File: config.mk
export PLATFORM = sky130hd
export DESIGN_NAME = iseq_top
export DESIGN_NICKNAME = d
export VERILOG_FILES = /design/src/pkg/iseq_pkg.sv /design/src/hdl/iseq_eq_level.sv /design/src/hdl/iseq_top.sv
export VERILOG_INCLUDE_DIRS = /design/src /design/src/pkg
export SDC_FILE = /design/constraint.sdc
export NUM_CORES = 1
export LEC_CHECK = 0
export CAP_MARGIN = 20
export CORE_MARGIN = 5
export CORE_UTILIZATION = 56
export DETAILED_ROUTE_END_ITERATION = 12
export DONT_BUFFER_PORTS = 1
export PLACE_DENSITY = 0.74
export SETUP_SLACK_MARGIN = 0.15
export SYNTH_ARGS = -nofsm -noshare
export SYNTH_HDL_FRONTEND = slang
export SYNTH_SLANG_ARGS = --single-unit
File: constraint.sdc
create_clock -name ref_clk -period 1.4 [get_ports ref_clk]
set_input_delay 0.14 -clock ref_clk [delete_from_list [all_inputs] [get_ports ref_clk]]
set_output_delay 0.14 -clock ref_clk [all_outputs]
set_load 0.02 [all_outputs]
File: src/pkg/iseq_regs.svh
`ifndef ISEQ_REGS_SVH
`define ISEQ_REGS_SVH

// Register offsets on the internal register port.
`define ISEQ_OFS_CTL_TUNE_ONE   8'h46
`define ISEQ_OFS_FWD_TUNE_ONE   8'h47
`define ISEQ_OFS_INPUT_CHOICE   8'h4C
`define ISEQ_OFS_EQ_TEST        8'h4D
`define ISEQ_OFS_EQ_READBACK    8'h4E

// Reset values of the writable registers.
`define ISEQ_RST_CTL_TUNE_ONE   8'h00
`define ISEQ_RST_FWD_TUNE_ONE   8'h00
`define ISEQ_RST_INPUT_CHOICE   8'h00
`define ISEQ_RST_EQ_TEST        8'h20

// Field positions.
`define ISEQ_TERM_HI            3
`define ISEQ_TERM_LO            2
`define ISEQ_SEL_OVERRIDE_BIT   7
`define ISEQ_SEL_CHANNEL_BIT    6
`define ISEQ_EQ_BYPASS_BIT      6
`define ISEQ_EQ_LEVEL_HI        7
`define ISEQ_EQ_LEVEL_LO        4

// Value read back from an address this bank does not own.
`define ISEQ_RD_UNMAPPED        8'h00

// Legal equalization levels, lowest gain to highest.
`define ISEQ_EQ_L0              4'h0
`define ISEQ_EQ_L1              4'h1
`define ISEQ_EQ_L2              4'h3
`define ISEQ_EQ_L3              4'h7
`define ISEQ_EQ_L4              4'hF

`endif

File: src/pkg/iseq_pkg.sv
package iseq_pkg;

  // One register byte.
  typedef logic [7:0] iseq_byte_t;

  // One equalization level code.
  typedef logic [3:0] iseq_level_t;

  // Where the applied equalization level comes from.
  typedef enum logic
  {
    ISEQ_EQ_ADAPTIVE,
    ISEQ_EQ_MANUAL
  } iseq_eq_mode_t;

  // Termination setting of the second input's control link.
  typedef enum logic [1:0]
  {
    ISEQ_TERM_NOMINAL,
    ISEQ_TERM_LOWER,
    ISEQ_TERM_LOWER_MORE,
    ISEQ_TERM_LOWEST
  } iseq_term_t;

endpackage

File: src/hdl/iseq_eq_level.sv
`include "iseq_regs.svh"

module iseq_eq_level
(
  // Clock and reset.
  input  wire logic                  ref_clk,
  input  wire logic                  srst,
  // Control from the test register.
  input  wire logic                  bypass,
  // Level sources.
  input  wire iseq_pkg::iseq_level_t manual_level,
  input  wire iseq_pkg::iseq_level_t adaptive_level,
  // Results.
  output iseq_pkg::iseq_eq_mode_t    eq_mode,
  output logic                       adaptive_run,
  output iseq_pkg::iseq_level_t      applied_level
);

  // Forces any code onto the legal ladder by keeping the run of ones
  // from bit 0, so a stray manual code never reads back as an illegal one.
  function automatic iseq_pkg::iseq_level_t to_ladder
  (
    input iseq_pkg::iseq_level_t code
  );
    iseq_pkg::iseq_level_t res;
    res = `ISEQ_EQ_L0;
    if (code[0])
      res = `ISEQ_EQ_L1;
    if (code[0] && code[1])
      res = `ISEQ_EQ_L2;
    if (code[0] && code[1] && code[2])
      res = `ISEQ_EQ_L3;
    if (code == `ISEQ_EQ_L4)
      res = `ISEQ_EQ_L4;
    return res;
  endfunction

  iseq_pkg::iseq_eq_mode_t mode_reg;   // Current level source.
  iseq_pkg::iseq_eq_mode_t mode_next;  // Next level source.
  iseq_pkg::iseq_level_t   level_reg;  // Level now applied.
  iseq_pkg::iseq_level_t   level_next; // Next applied level.

  // Bypass stops adaptation and applies the manual level instead.
  always_comb
  begin
    mode_next = bypass ? iseq_pkg::ISEQ_EQ_MANUAL
                       : iseq_pkg::ISEQ_EQ_ADAPTIVE;
    if (bypass)
    begin
      level_next = to_ladder(manual_level);
    end
    else
    begin
      level_next = to_ladder(adaptive_level);
    end
  end

  // Registers the source and the level; reset starts at lowest gain.
  always_ff @(posedge ref_clk)
  begin
    if (srst)
    begin
      mode_reg  <= iseq_pkg::ISEQ_EQ_ADAPTIVE;
      level_reg <= `ISEQ_EQ_L0;
    end
    else
    begin
      mode_reg  <= mode_next;
      level_reg <= level_next;
    end
  end

  assign eq_mode       = mode_reg;
  assign adaptive_run  = (mode_reg == iseq_pkg::ISEQ_EQ_ADAPTIVE);
  assign applied_level = level_reg;

endmodule // iseq_eq_level

File: src/hdl/iseq_top.sv
// Overview of operation
// - Override bit picks register or pin select.
// - Channel bit 0 routes input 0, 1 routes 1.
// - Bypass stops adaptation, applies manual level.
// - Read-only field shows applied thermometer level.
// - Termination field chooses one of four settings.
`include "iseq_regs.svh"

module iseq_top
(
  // Clock and reset.
  input  wire logic                  ref_clk,
  input  wire logic                  srst,
  // Internal register port from the control bus slave.
  input  wire logic [7:0]            reg_addr,
  input  wire logic                  reg_wr,
  input  wire logic                  reg_rd,
  input  wire iseq_pkg::iseq_byte_t  reg_wdata,
  output iseq_pkg::iseq_byte_t       reg_rdata,
  output logic                       reg_hit,
  // External input-select pin, asynchronous.
  input  wire logic                  input_select_pin,
  // Equalizer level sources.
  input  wire iseq_pkg::iseq_level_t manual_eq_level,
  input  wire iseq_pkg::iseq_level_t adaptive_eq_level,
  // Input routing and equalizer control.
  output logic                       active_input,
  output logic                       adaptive_equalizer_run,
  output iseq_pkg::iseq_eq_mode_t    eq_mode,
  output iseq_pkg::iseq_level_t      applied_eq_level,
  // Second serial input tuning.
  output iseq_pkg::iseq_term_t       second_serial_input_term,
  output iseq_pkg::iseq_byte_t       second_serial_input_impedance
);

  // True when the address belongs to this bank. Used by both the write
  // and read paths so that they can never disagree about the map.
  function automatic logic bank_owns
  (
    input logic [7:0] addr
  );
    logic owns;
    owns = (addr == `ISEQ_OFS_CTL_TUNE_ONE) ||
           (addr == `ISEQ_OFS_FWD_TUNE_ONE) ||
           (addr == `ISEQ_OFS_INPUT_CHOICE) ||
           (addr == `ISEQ_OFS_EQ_TEST)      ||
           (addr == `ISEQ_OFS_EQ_READBACK);
    return owns;
  endfunction

  // Writable registers and their next values.
  iseq_pkg::iseq_byte_t ctl_tune_one_reg;    // Control-link tuning, input 1.
  iseq_pkg::iseq_byte_t ctl_tune_one_next;
  iseq_pkg::iseq_byte_t fwd_tune_one_reg;    // Forward tuning, input 1.
  iseq_pkg::iseq_byte_t fwd_tune_one_next;
  iseq_pkg::iseq_byte_t input_choice_reg;    // Input choice register.
  iseq_pkg::iseq_byte_t input_choice_next;
  iseq_pkg::iseq_byte_t eq_test_reg;         // Equalizer test choice.
  iseq_pkg::iseq_byte_t eq_test_next;

  // Read path state.
  iseq_pkg::iseq_byte_t rdata_reg;           // Read data held for the bus.
  iseq_pkg::iseq_byte_t rdata_next;
  logic                 hit_reg;             // Last read hit this bank.
  logic                 hit_next;

  // Select pin synchroniser and routing state.
  logic                 sel_meta_reg;        // First stage, read by stage 2.
  logic                 sel_sync_reg;        // Second stage, safe to use.
  logic                 active_reg;          // Routed serial input.
  logic                 active_next;

  // Readback byte assembled from the applied level.
  iseq_pkg::iseq_byte_t readback_byte;

  // Write decode. Writes touch all eight bits, so reserved fields take
  // whatever software writes; software is expected to read-modify-write.
  always_comb
  begin
    ctl_tune_one_next = ctl_tune_one_reg;
    fwd_tune_one_next = fwd_tune_one_reg;
    input_choice_next = input_choice_reg;
    eq_test_next      = eq_test_reg;
    if (reg_wr && bank_owns(reg_addr))
    begin
      unique case (reg_addr)
        `ISEQ_OFS_CTL_TUNE_ONE:
        begin
          ctl_tune_one_next = reg_wdata;
        end
        `ISEQ_OFS_FWD_TUNE_ONE:
        begin
          fwd_tune_one_next = reg_wdata;
        end
        `ISEQ_OFS_INPUT_CHOICE:
        begin
          input_choice_next = reg_wdata;
        end
        `ISEQ_OFS_EQ_TEST:
        begin
          eq_test_next = reg_wdata;
        end
        default:
        begin
          // The readback register is read only; a write is dropped.
          ctl_tune_one_next = ctl_tune_one_reg;
        end
      endcase
    end
  end

  // Holds the writable registers; reset restores the documented values.
  always_ff @(posedge ref_clk)
  begin
    if (srst)
    begin
      ctl_tune_one_reg <= `ISEQ_RST_CTL_TUNE_ONE;
      fwd_tune_one_reg <= `ISEQ_RST_FWD_TUNE_ONE;
      input_choice_reg <= `ISEQ_RST_INPUT_CHOICE;
      eq_test_reg      <= `ISEQ_RST_EQ_TEST;
    end
    else
    begin
      ctl_tune_one_reg <= ctl_tune_one_next;
      fwd_tune_one_reg <= fwd_tune_one_next;
      input_choice_reg <= input_choice_next;
      eq_test_reg      <= eq_test_next;
    end
  end

  // The select pin comes from outside, so it passes two flip-flops.
  always_ff @(posedge ref_clk)
  begin
    if (srst)
    begin
      sel_meta_reg <= 1'b0;
      sel_sync_reg <= 1'b0;
    end
    else
    begin
      sel_meta_reg <= input_select_pin;
      sel_sync_reg <= sel_meta_reg;
    end
  end

  // Chooses the source of the active input. The register bit only
  // counts while the override is set; otherwise the pin rules.
  always_comb
  begin
    if (input_choice_reg[`ISEQ_SEL_OVERRIDE_BIT])
    begin
      // With the override set, bit 6 names the channel.
      active_next = input_choice_reg[`ISEQ_SEL_CHANNEL_BIT];
    end
    else
    begin
      active_next = sel_sync_reg;
    end
  end

  // Registers the routing so the mux control never glitches.
  always_ff @(posedge ref_clk)
  begin
    if (srst)
    begin
      active_reg <= 1'b0;
    end
    else
    begin
      active_reg <= active_next;
    end
  end

  // Picks the applied level and the equalizer mode.
  iseq_eq_level u_eq_level
  (
    .ref_clk        (ref_clk),
    .srst           (srst),
    .bypass         (eq_test_reg[`ISEQ_EQ_BYPASS_BIT]),
    .manual_level   (manual_eq_level),
    .adaptive_level (adaptive_eq_level),
    .eq_mode        (eq_mode),
    .adaptive_run   (adaptive_equalizer_run),
    .applied_level  (applied_eq_level)
  );

  // Level in the high nibble; the reserved low nibble reads zero.
  always_comb
  begin
    readback_byte = `ISEQ_RD_UNMAPPED;
    readback_byte[`ISEQ_EQ_LEVEL_HI:`ISEQ_EQ_LEVEL_LO] =
      applied_eq_level;
  end

  // Read mux. Data is captured on the read strobe and held until the
  // next read, so the bus slave may sample it at leisure.
  always_comb
  begin
    rdata_next = rdata_reg;
    hit_next   = hit_reg;
    if (reg_rd)
    begin
      hit_next = bank_owns(reg_addr);
      unique case (reg_addr)
        `ISEQ_OFS_CTL_TUNE_ONE:
        begin
          rdata_next = ctl_tune_one_reg;
        end
        `ISEQ_OFS_FWD_TUNE_ONE:
        begin
          rdata_next = fwd_tune_one_reg;
        end
        `ISEQ_OFS_INPUT_CHOICE:
        begin
          rdata_next = input_choice_reg;
        end
        `ISEQ_OFS_EQ_TEST:
        begin
          rdata_next = eq_test_reg;
        end
        `ISEQ_OFS_EQ_READBACK:
        begin
          rdata_next = readback_byte;
        end
        default:
        begin
          // Other addresses belong to neighbouring banks.
          rdata_next = `ISEQ_RD_UNMAPPED;
        end
      endcase
    end
  end

  // Registers the read answer.
  always_ff @(posedge ref_clk)
  begin
    if (srst)
    begin
      rdata_reg <= `ISEQ_RD_UNMAPPED;
      hit_reg   <= 1'b0;
    end
    else
    begin
      rdata_reg <= rdata_next;
      hit_reg   <= hit_next;
    end
  end

  // Outputs. The impedance byte is passed as written; the analog side
  // gives it meaning, and the default of zero is the safe setting.
  assign reg_rdata                     = rdata_reg;
  assign reg_hit                       = hit_reg;
  assign active_input                  = active_reg;
  assign second_serial_input_term      =
    iseq_pkg::iseq_term_t'(
      ctl_tune_one_reg[`ISEQ_TERM_HI:`ISEQ_TERM_LO]);
  assign second_serial_input_impedance = fwd_tune_one_reg;

endmodule // iseq_top

# Yosys cells after proc, flatten, opt, wreduce, memory -nomap -nowiden
# Cells that the tools add are included.
# totals
reg_bits	49
latchBits	0
mem_bits_rw	0
rom_bits	0
in_bits	29
output_inout_bits	26
wordCells	44
mem_count	0
# classes
add_sub_neg	0
multipliers	0
n_div	0
order_cmp	0
eq_ne	7
shifts	0
muxes	12
n_bitwise	1
n_reduce_logical	13
# ops
operator	n
$eq 8x7->1 const B	5
$pmux 8 s5	1
$mux 4	3
$eq 4x4->1 const B	2
$reduce_and 2->1	4
$mux 3	2
$logic_and 1x1->1	5
$logic_or 1x1->1	4
$mux 1	4
$mux 2	2
$not 1->1	1

# Depth between registers and ports, before layout
# Gate-level depths: netlist of run 1.
# logic_depth
word_depth	7
depth_mapped	6
depth_no_buf	4

# Cells and area by module
# A second synthesis of run 1 with hierarchy kept.
# hier_totals
cells_unflattened	200
area_unflattened_um2	2099.5
# modules_own_cells
mod	instances	cells_per_inst	area_each_um2	seq_area_each_um2
iseq_top	1	182	1896.8	880.8
iseq_eq_level	1	18	202.7	100.1

# Worst setup path after synthesis of run 1
# OpenSTA, ideal clock, no wires.
# synth_path
kind	in2reg
startpoint	input reg_addr[1]
endpoint	register rdata_reg[5] (netlist: reg_rdata[5])
setup_time_ps	138
arrival_ps	1158
required_time_ps	1262
path_slack_ps	104
path_stages	6
path_buffers	2
cell_sequence	clkbuf_2 -> nor2b_1 -> buf_2 -> a22o_1 -> a222oi_1 -> a221oi_2
# synth_between
elab_chain_cells	2
word_cells_on_any_way	6
cone_classes	eq/ne: 5; mux: 1
# synth_rtl
element	line	text
from (decl)	iseq_top.sv:15	input wire logic [7:0] reg_addr,
$eq 8x7->1	iseq_top.sv:204	unique case (reg_addr)
$pmux 8 s5 (*)	iseq_top.sv:204	
to (signal assigned)	iseq_top.sv:239	rdata_reg <= `ISEQ_RD_UNMAPPED;
to (signal assigned)	iseq_top.sv:244	rdata_reg <= rdata_next;
to (decl)	iseq_top.sv:62	iseq_pkg::iseq_byte_t rdata_reg;
# Mark *: on every way between the ends. The rest lies on a longest branch, timed or not.
# A chain may end at the register's enable or synchronous reset.

# Worst setup path after layout of run 1
# layout_path
startpoint	register u_eq_level.level_reg[3] (netlist: u_eq_level.applied_level[3])
endpoint	register rdata_reg[7] (netlist: reg_rdata[7])
# layout_between
elab_chain_cells	1
# layout_rtl
element	line	text
from (decl)	iseq_eq_level.sv:40	iseq_pkg::iseq_level_t level_reg;
from (signal assigned)	iseq_eq_level.sv:64	level_reg <= `ISEQ_EQ_L0;
from (signal assigned)	iseq_eq_level.sv:69	level_reg <= level_next;
$pmux 8 s5	iseq_top.sv:204	
# No other way between the ends.

==> run_results.csv, run 1 <==
group,metric,value,unit
hold_path,worstHoldStart,"srst",
yosys,ys_seq_area_share,45.98,%
yosys,ys_async_sr_fraction,0,%
route,drtIter0Drc,142,
route,dr.pass1.iters,4,
clocking,cts_tree,"yes",
placed_design,dp_slack,-0.04717,ns
clocking,postCtsSetupBuffers,0,
placed_design,dp_cells,263,
yosys,ys_warn_count,0,
sta,setup_viol,0,
power_and_ir_drop,peakVddDrop,0.7776,mV
placed_design,hpwlAfterDp,3.663,mm
cells_and_area,finish.utilization,64.55,%
grt,grt_overflow,0,
grt,antenna_found_initial,0,
sta,rsz0062_at_grt,"no",
power_and_ir_drop,fin_total_pwr,2.331,mW
cells_and_area,nets,254,
sta,worstMarginPinSlew,0.4636,ns
yosys,synthDistinctLibCells,36,
placed_design,io_buffers,0,
outcome,violations,"hold timing",
grt,grt_start_max_net_pins,52,
route,route.met2.wl,2.622,mm
route,drt-met1-wl,2.059,mm
setup_path,cp_slowest_cell,"dfxtp_1",
route,top_layer,"met4",
sta,slew_headroom,68.95,%
die,die-area,0.005144,mm²
yosys,ys_seq_elements,49,
sta,hold_viol,45,
setup_path,path_cells,"mux2_2 > a221oi_1 > o32ai_1",
power_and_ir_drop,total_leakage_power,1.153,nW
yosys,syn_area,0.002133,mm²
sta,drv_slew,0,
clocking,clk_path_buf_depth,2,
clocking,cts-root-buf,"clkbuf_8",
route,viasPerCell,5.993,
yosys,synth_compound_area_share,12.73,%
hold_path,hold_path.class,"in -> reg",
cells_and_area,insertedDiodeCount,0,
placed_design,postPlaceCellArea,0.002265,mm²
setup_path,critPathArrivalTime,1.34,ns
route,wl_per_cell,18.85,µm
clocking,cts_max_level,2,
yosys,synthFlopType,"dfxtp_1",
route,routed_wl,5.146,mm
setup_path,rr_startpoint,"u_eq_level.applied_level[3]",
sta,timing.hold.ws,-0.09736,ns
die,start_util,57.84,%
cells_and_area,fin_cells,273,
die,num_rows,22,
cells_and_area,layout-drive-gt1-share,17.78,%
setup_path,worst-setup-path-type,"reg -> reg",
sta,setup_ws,0.2463,ns
die,core,0.003689,mm²
grt,grt_usage,20.68,%
clocking,clock_latency,0.30,ns
die,die_h,71.72,µm
cells_and_area,finalInstanceArea,0.002381,mm²
sta,fin_skew,0.007249,ns
yosys,synthCells,212,
setup_path,worst-path-max-fanout,2,
route,drc,0,
route,vias,1636,
clocking,post_cts_resized,0,
flow_run,drv_cap,0,
cells_and_area,area_delta_synth_final,11.61,%
yosys,synth_top_family_by_area,"simple AND/OR/NAND/NOR gates",
setup_path,crit_path_start_kind,"flip-flop",
yosys,muxShareOfSynthArea,18.06,%
grt,grt_first_pass_wirelength,8.411,mm
yosys,avgSynthCellArea,10.06,µm²
sta,fmax,866.7,MHz
placed_design,gp_congestion,0.8221,
power_and_ir_drop,power_density,979.0,mW/mm²
setup_path,cp.required,1.58,ns
yosys,synthSimpleGateAreaFrac,18.83,%
clocking,numCtsBuffers,5,
yosys,synthXorXnorAreaFrac,0,%
route,wl_met3,378,µm
route,antenna_left,0,
setup_path,cp-end-kind,"flip-flop",
outcome,run_status,"finished with violations",
die,die_x,71.72,µm
setup_path,critPathLaunch,"u_eq_level.applied_level[3]",
clocking,clock-sinks,49,
grt,grt_pass1_vias,1692,
yosys,synth_edf_count,0,
sta,finalCritPeriodShare,82.41,%
yosys,synthAdderAreaFrac,0,%
clocking,path_clk_slew,0.09,ns
yosys,synth_nets,241,
sta,post-route-min-period,1.154,ns
setup_path,slowest_delay,0.38,ns
die,io_pins,55,
[synthesized netlist by cell type, drive strengths merged (3+ instances only)]
cell type,n,area [µm²]
mux2i,34,340.3
clkbuf,12,46.29
inv,3,11.26
buf,5,32.53
nor3b,3,27.52
nor2b,7,43.79
nor2,37,138.9
nand4,4,50.05
a21oi,3,15.01
mux2,4,45.04
nand3,3,15.01
dfxtp,49,980.9
nand2,10,37.54
a221oi,10,100.1
o32ai,5,43.79
[timing repair]
action	in CTS	in global routing
endpoints found under the setup margin	0	0
endpoints found under the hold margin	47	45
hold buffers	2	1
[logic make-up (layout without fill, tap and decap cells)]
family	Yosys count	count (layout)
flops	49	49
mux	38	38
compound gates	32	32
buf+inv	21	34
simple gates	72	72
[critical path: cells and delay by family (launching register included)]
kind | cells | cell delay (ns)
AO/OA/AOI/OAI | 2 | 0.36
flip-flops | 1 | 0.38
multiplexers | 1 | 0.29
[path summary, 6_finish.rpt]
kind,to,slack (ns),cells after the start
worst min register to register,active_input,0.49,2
worst max register to register,reg_rdata[7],0.25,3
worst max-delay path,reg_rdata[7],0.25,3
worst min-delay path,reg_hit,-0.1,1
[report_power, final]
| group | leakage [nW] | internal [mW] | switching [mW] |
|---|---|---|---|
| sequential | 0.396 | 1.40 | 0.00625 |
| combinational | 0.713 | 0.0547 | 0.0493 |
| clock | 0.0443 | 0.392 | 0.427 |
[final cells by class]
class / instances / area [µm²]
Sequential cell: 49 / 980.9
Clock buffer: 7 / 86.33
Multi-Input combinational cell: 142 / 1059
Tap cell: 48 / 60.06
Inverter: 4 / 15.01
Fill cell: 305 / 1308
Timing Repair Buffer: 23 / 180.2
[per-layer routing]
metal  vias up  global-route usage, %
met4         0                  6.889
li1        791                      -
met3         9                  6.592
met1       786                  25.65
met2        50                  33.88
met5         -                      0
[placed cells by master, fill, tap and decap left out, types with 2 or more instances in the layout]
cell and count:
dfxtp_1 49, nor2_1 37, mux2i_1 34, buf_4 20, nand2_1 10, a221oi_1 8
nor2b_1 7, clkbuf_8 6, o32ai_1 5, mux2_2 4, nand4_2 4, inv_1 3
nand3_1 3, a21oi_1 3, dlygate4sd3_1 3, a22o_1 2, a222oi_1 2, o21ai_0 2
a31oi_1 2, a221oi_2 2, a22oi_1 2, and3b_1 2, nor3b_1 2
[metrics by stage]
stage                     hold slack (ns)  setup TNS (ns)
final                            -0.09736               0
after global routing              -0.1014               0
after global placement             0.2130               0
after floorplan                    0.2604               0
after detailed placement           0.2158         -0.2450
after CTS                         -0.1019               0
Note: power is estimated with default switching activity, not from simulation.
==> run 2, diff against run 1 <==
Settings changed: ABC_AREA set to 1, CORE_UTILIZATION 56 to 62, PLACE_DENSITY 0.74 to 0.78.
Clock period 1.4 ns to 1.1 ns, I/O delays scaled along.
==> run 2 against run 1 <==
Net effect: the run still ends with hold timing left; final area rose by 21%; sequential cell count did not move; total power rose by 39%; largest power group unchanged.
==> run_results.csv, run 2 <==
group,metric,value,unit
outcome,run_status,"finished with violations",
outcome,violations,"hold timing",
cells_and_area,fill_cells,282,
die,num_rows,22,
yosys,synth.area.top_cells,"dfxtp_1, nand2_1, nor2_1, inv_1, nand3_1",
flow_run,drv_cap,0,
clocking,postCtsSetupBuffers,0,
setup_path,cp_slowest_cell,"dfxtp_2",
cells_and_area,final_cell_mix,"nand2_1, nor2_1, inv_1, dfxtp_1, buf_4",
clocking,clock_latency,0.30,ns
yosys,synthCells,339,
route,routed_wl,5.779,mm
grt,antenna_found_initial,0,
cells_and_area,layout_commonest_cell,"nand2_1",
setup_path,slowest_delay,0.36,ns
placed_design,dp_cells,411,
die,die_x,71.05,µm
cells_and_area,multi_input_area,0.001134,mm²
cells_and_area,register_area,998.5,µm²
yosys,synth_nets,368,
cells_and_area,finalInstanceArea,0.002885,mm²
setup_path,regToRegSetupSlack,0.21,ns
die,die-area,0.005048,mm²
power_and_ir_drop,total_leakage_power,1.321,nW
route,vias,2189,
clocking,clk_path_buf_depth,2,
yosys,ys_seq_elements,49,
die,start_util,63.60,%
hold_path,hold_path.class,"in -> reg",
clocking,path_clk_slew,0.09,ns
setup_path,cp_top_family,"flip-flops",
route,dr.pass1.iters,4,
setup_path,critical_path_buf_inv_count,1,
yosys,syn_area,0.002311,mm²
setup_path,cp_num_cells,1,
sta,drv_slew,0,
placed_design,hpwlAfterDp,4.273,mm
power_and_ir_drop,power_density,1125,mW/mm²
sta,worstMarginPinSlew,0.2473,ns
yosys,synth_top_area_share,42.45,%
sta,rsz0062_at_grt,"yes",
clocking,numCtsBuffers,5,
setup_path,ff2ff_path_depth,6,
cells_and_area,insertedDiodeCount,0,
grt,grt_start_max_net_pins,28,
grt,grt_first_pass_wirelength,9.411,mm
setup_path,critPathArrivalTime,0.82,ns
setup_path,path_cells,"inv_1",
yosys,synthTopCellsByCount,"nand2_1, nor2_1, dfxtp_1",
placed_design,postPlaceCellArea,0.002653,mm²
placed_design,io_buffers,0,
yosys,synthDistinctLibCells,25,
grt,grt_overflow,0,
clocking,ctsHoldBuffers,10,
sta,hold_viol,25,
sta,setup_viol,0,
yosys,ys_async_sr_fraction,0,%
yosys,avgSynthCellArea,6.817,µm²
cells_and_area,fin_cells,429,
grt,grt_pass1_vias,2069,
setup_path,cp.required,0.99,ns
placed_design,gp_congestion,0.8519,
yosys,synthFlopType,"dfxtp_1",
yosys,yosysMostFrequentCell,"nand2_1",
yosys,yosys.area.top_type,"dfxtp_1",
clocking,cts_max_level,2,
sta,post-route-min-period,0.9335,ns
sta,fmax,1071,MHz
setup_path,crit_path_start_kind,"flip-flop",
cells_and_area,layout-drive-gt1-share,23.62,%
die,die_h,71.05,µm
yosys,ys_warn_count,0,
yosys,ys_seq_area_share,42.45,%
die,core,0.003633,mm²
route,drtIter0Drc,152,
setup_path,worst-path-max-fanout,2,
clocking,cts_tree,"yes",
setup_path,worst-setup-path-type,"reg -> out",
route,viasPerCell,5.103,
hold_path,hold_depth,1,
cells_and_area,finish.utilization,79.41,%
sta,finalCritPeriodShare,84.86,%
die,io_pins,55,
clocking,cts-root-buf,"clkbuf_8",
sta,timing.hold.ws,-0.1424,ns
cells_and_area,nets,409,
cells_and_area,area_delta_synth_final,24.85,%
clocking,clock-sinks,49,
route,antenna_left,0,
setup_path,cp-end-kind,"output pin",
sta,fin_skew,0.007454,ns
grt,grt_usage,23.59,%
sta,slew_headroom,83.46,%
route,wl_per_cell,13.47,µm
route,drc,0,
yosys,synth_edf_count,0,
power_and_ir_drop,peakVddDrop,0.9266,mV
-- run 2: cell count changes in the layout (fill, tap and decap cells not counted), moves of 8 or more --
cell,change
nand2_2,+8
buf_4,+17
inv_1,+34
nand3_1,+26
dfxtp_1,-12
mux2i_1,-34
nor2_1,+24
a21oi_1,+24
nand2_1,+62
a221oi_1,-8
dfxtp_2,+11
-- run 2: logic make-up (layout without fill, tap and decap cells) --
family	after synthesis	after routing	share of synthesized area (%)
buffers and inverters	59	101	10.77
DFF	49	49	42.45
and+or+nand+nor	187	187	36.71
AOI/OAI and AO/OA	44	44	10.07
-- run 2: timing repair --
| item | CTS | global route |
|---|---|---|
| gates resized for setup | 2 | 15 |
| endpoints found under the setup margin | 2 | 19 |
| endpoints found under the hold margin | 45 | 25 |
| pin swaps | 0 | 1 |
| gates cloned | 0 | 0 |
-- run 2: final cells by class --
type	count	area share (%)
multi-input cells	231	39.29
clock buffers	6	2.515
repair buffers	47	13.10
clock inverters	2	1.344
flip-flops and latches	49	34.61
well taps	48	2.082
inverters	46	7.069
-- run 2: worst paths after layout --
path | from | end
setup / recovery | u_eq_level.eq_mode | adaptive_equalizer_run
setup reg to reg | second_serial_input_impedance[5] | reg_rdata[5]
hold / removal | srst | u_eq_level.applied_level[2]
hold reg to reg | sel_meta_reg | sel_sync_reg
-- run 2: routing by layer --
metal / wire length [µm] / part of all wire [%] / track usage (%)
met1: 2448 / 42 / 30.21
met2: 2713 / 47 / 37.49
met3: 443 / 7.7 / 5.398
met4: 174 / 3.0 / 11.27
met5: 0 / 0 / 0
-- run 2: stage by stage --
step / setup WS, ns / power [mW] / hold WS (ns) / setup TNS (ns)
after global routing: 0.1147 / 3.375 / -0.1536 / 0
final: 0.1665 / 3.247 / -0.1424 / 0
after global placement: -0.004401 / 1.979 / 0.1821 / -0.01036
after CTS: 0.1558 / 3.261 / -0.1462 / 0
after floorplan: 0.04489 / 1.959 / 0.2170 / 0
after detailed placement: -0.05932 / 1.984 / 0.1841 / -0.6633
-- run 2: report_power, final --
part	switching (mW)	internal, mW	leakage, nW	total [mW]
Clock	0.578	0.682	0.0554	1.26
Sequential	0.00650	1.78	0.402	1.79
Combinational	0.115	0.0840	0.864	0.199
Total	0.700	2.55	1.32	3.25
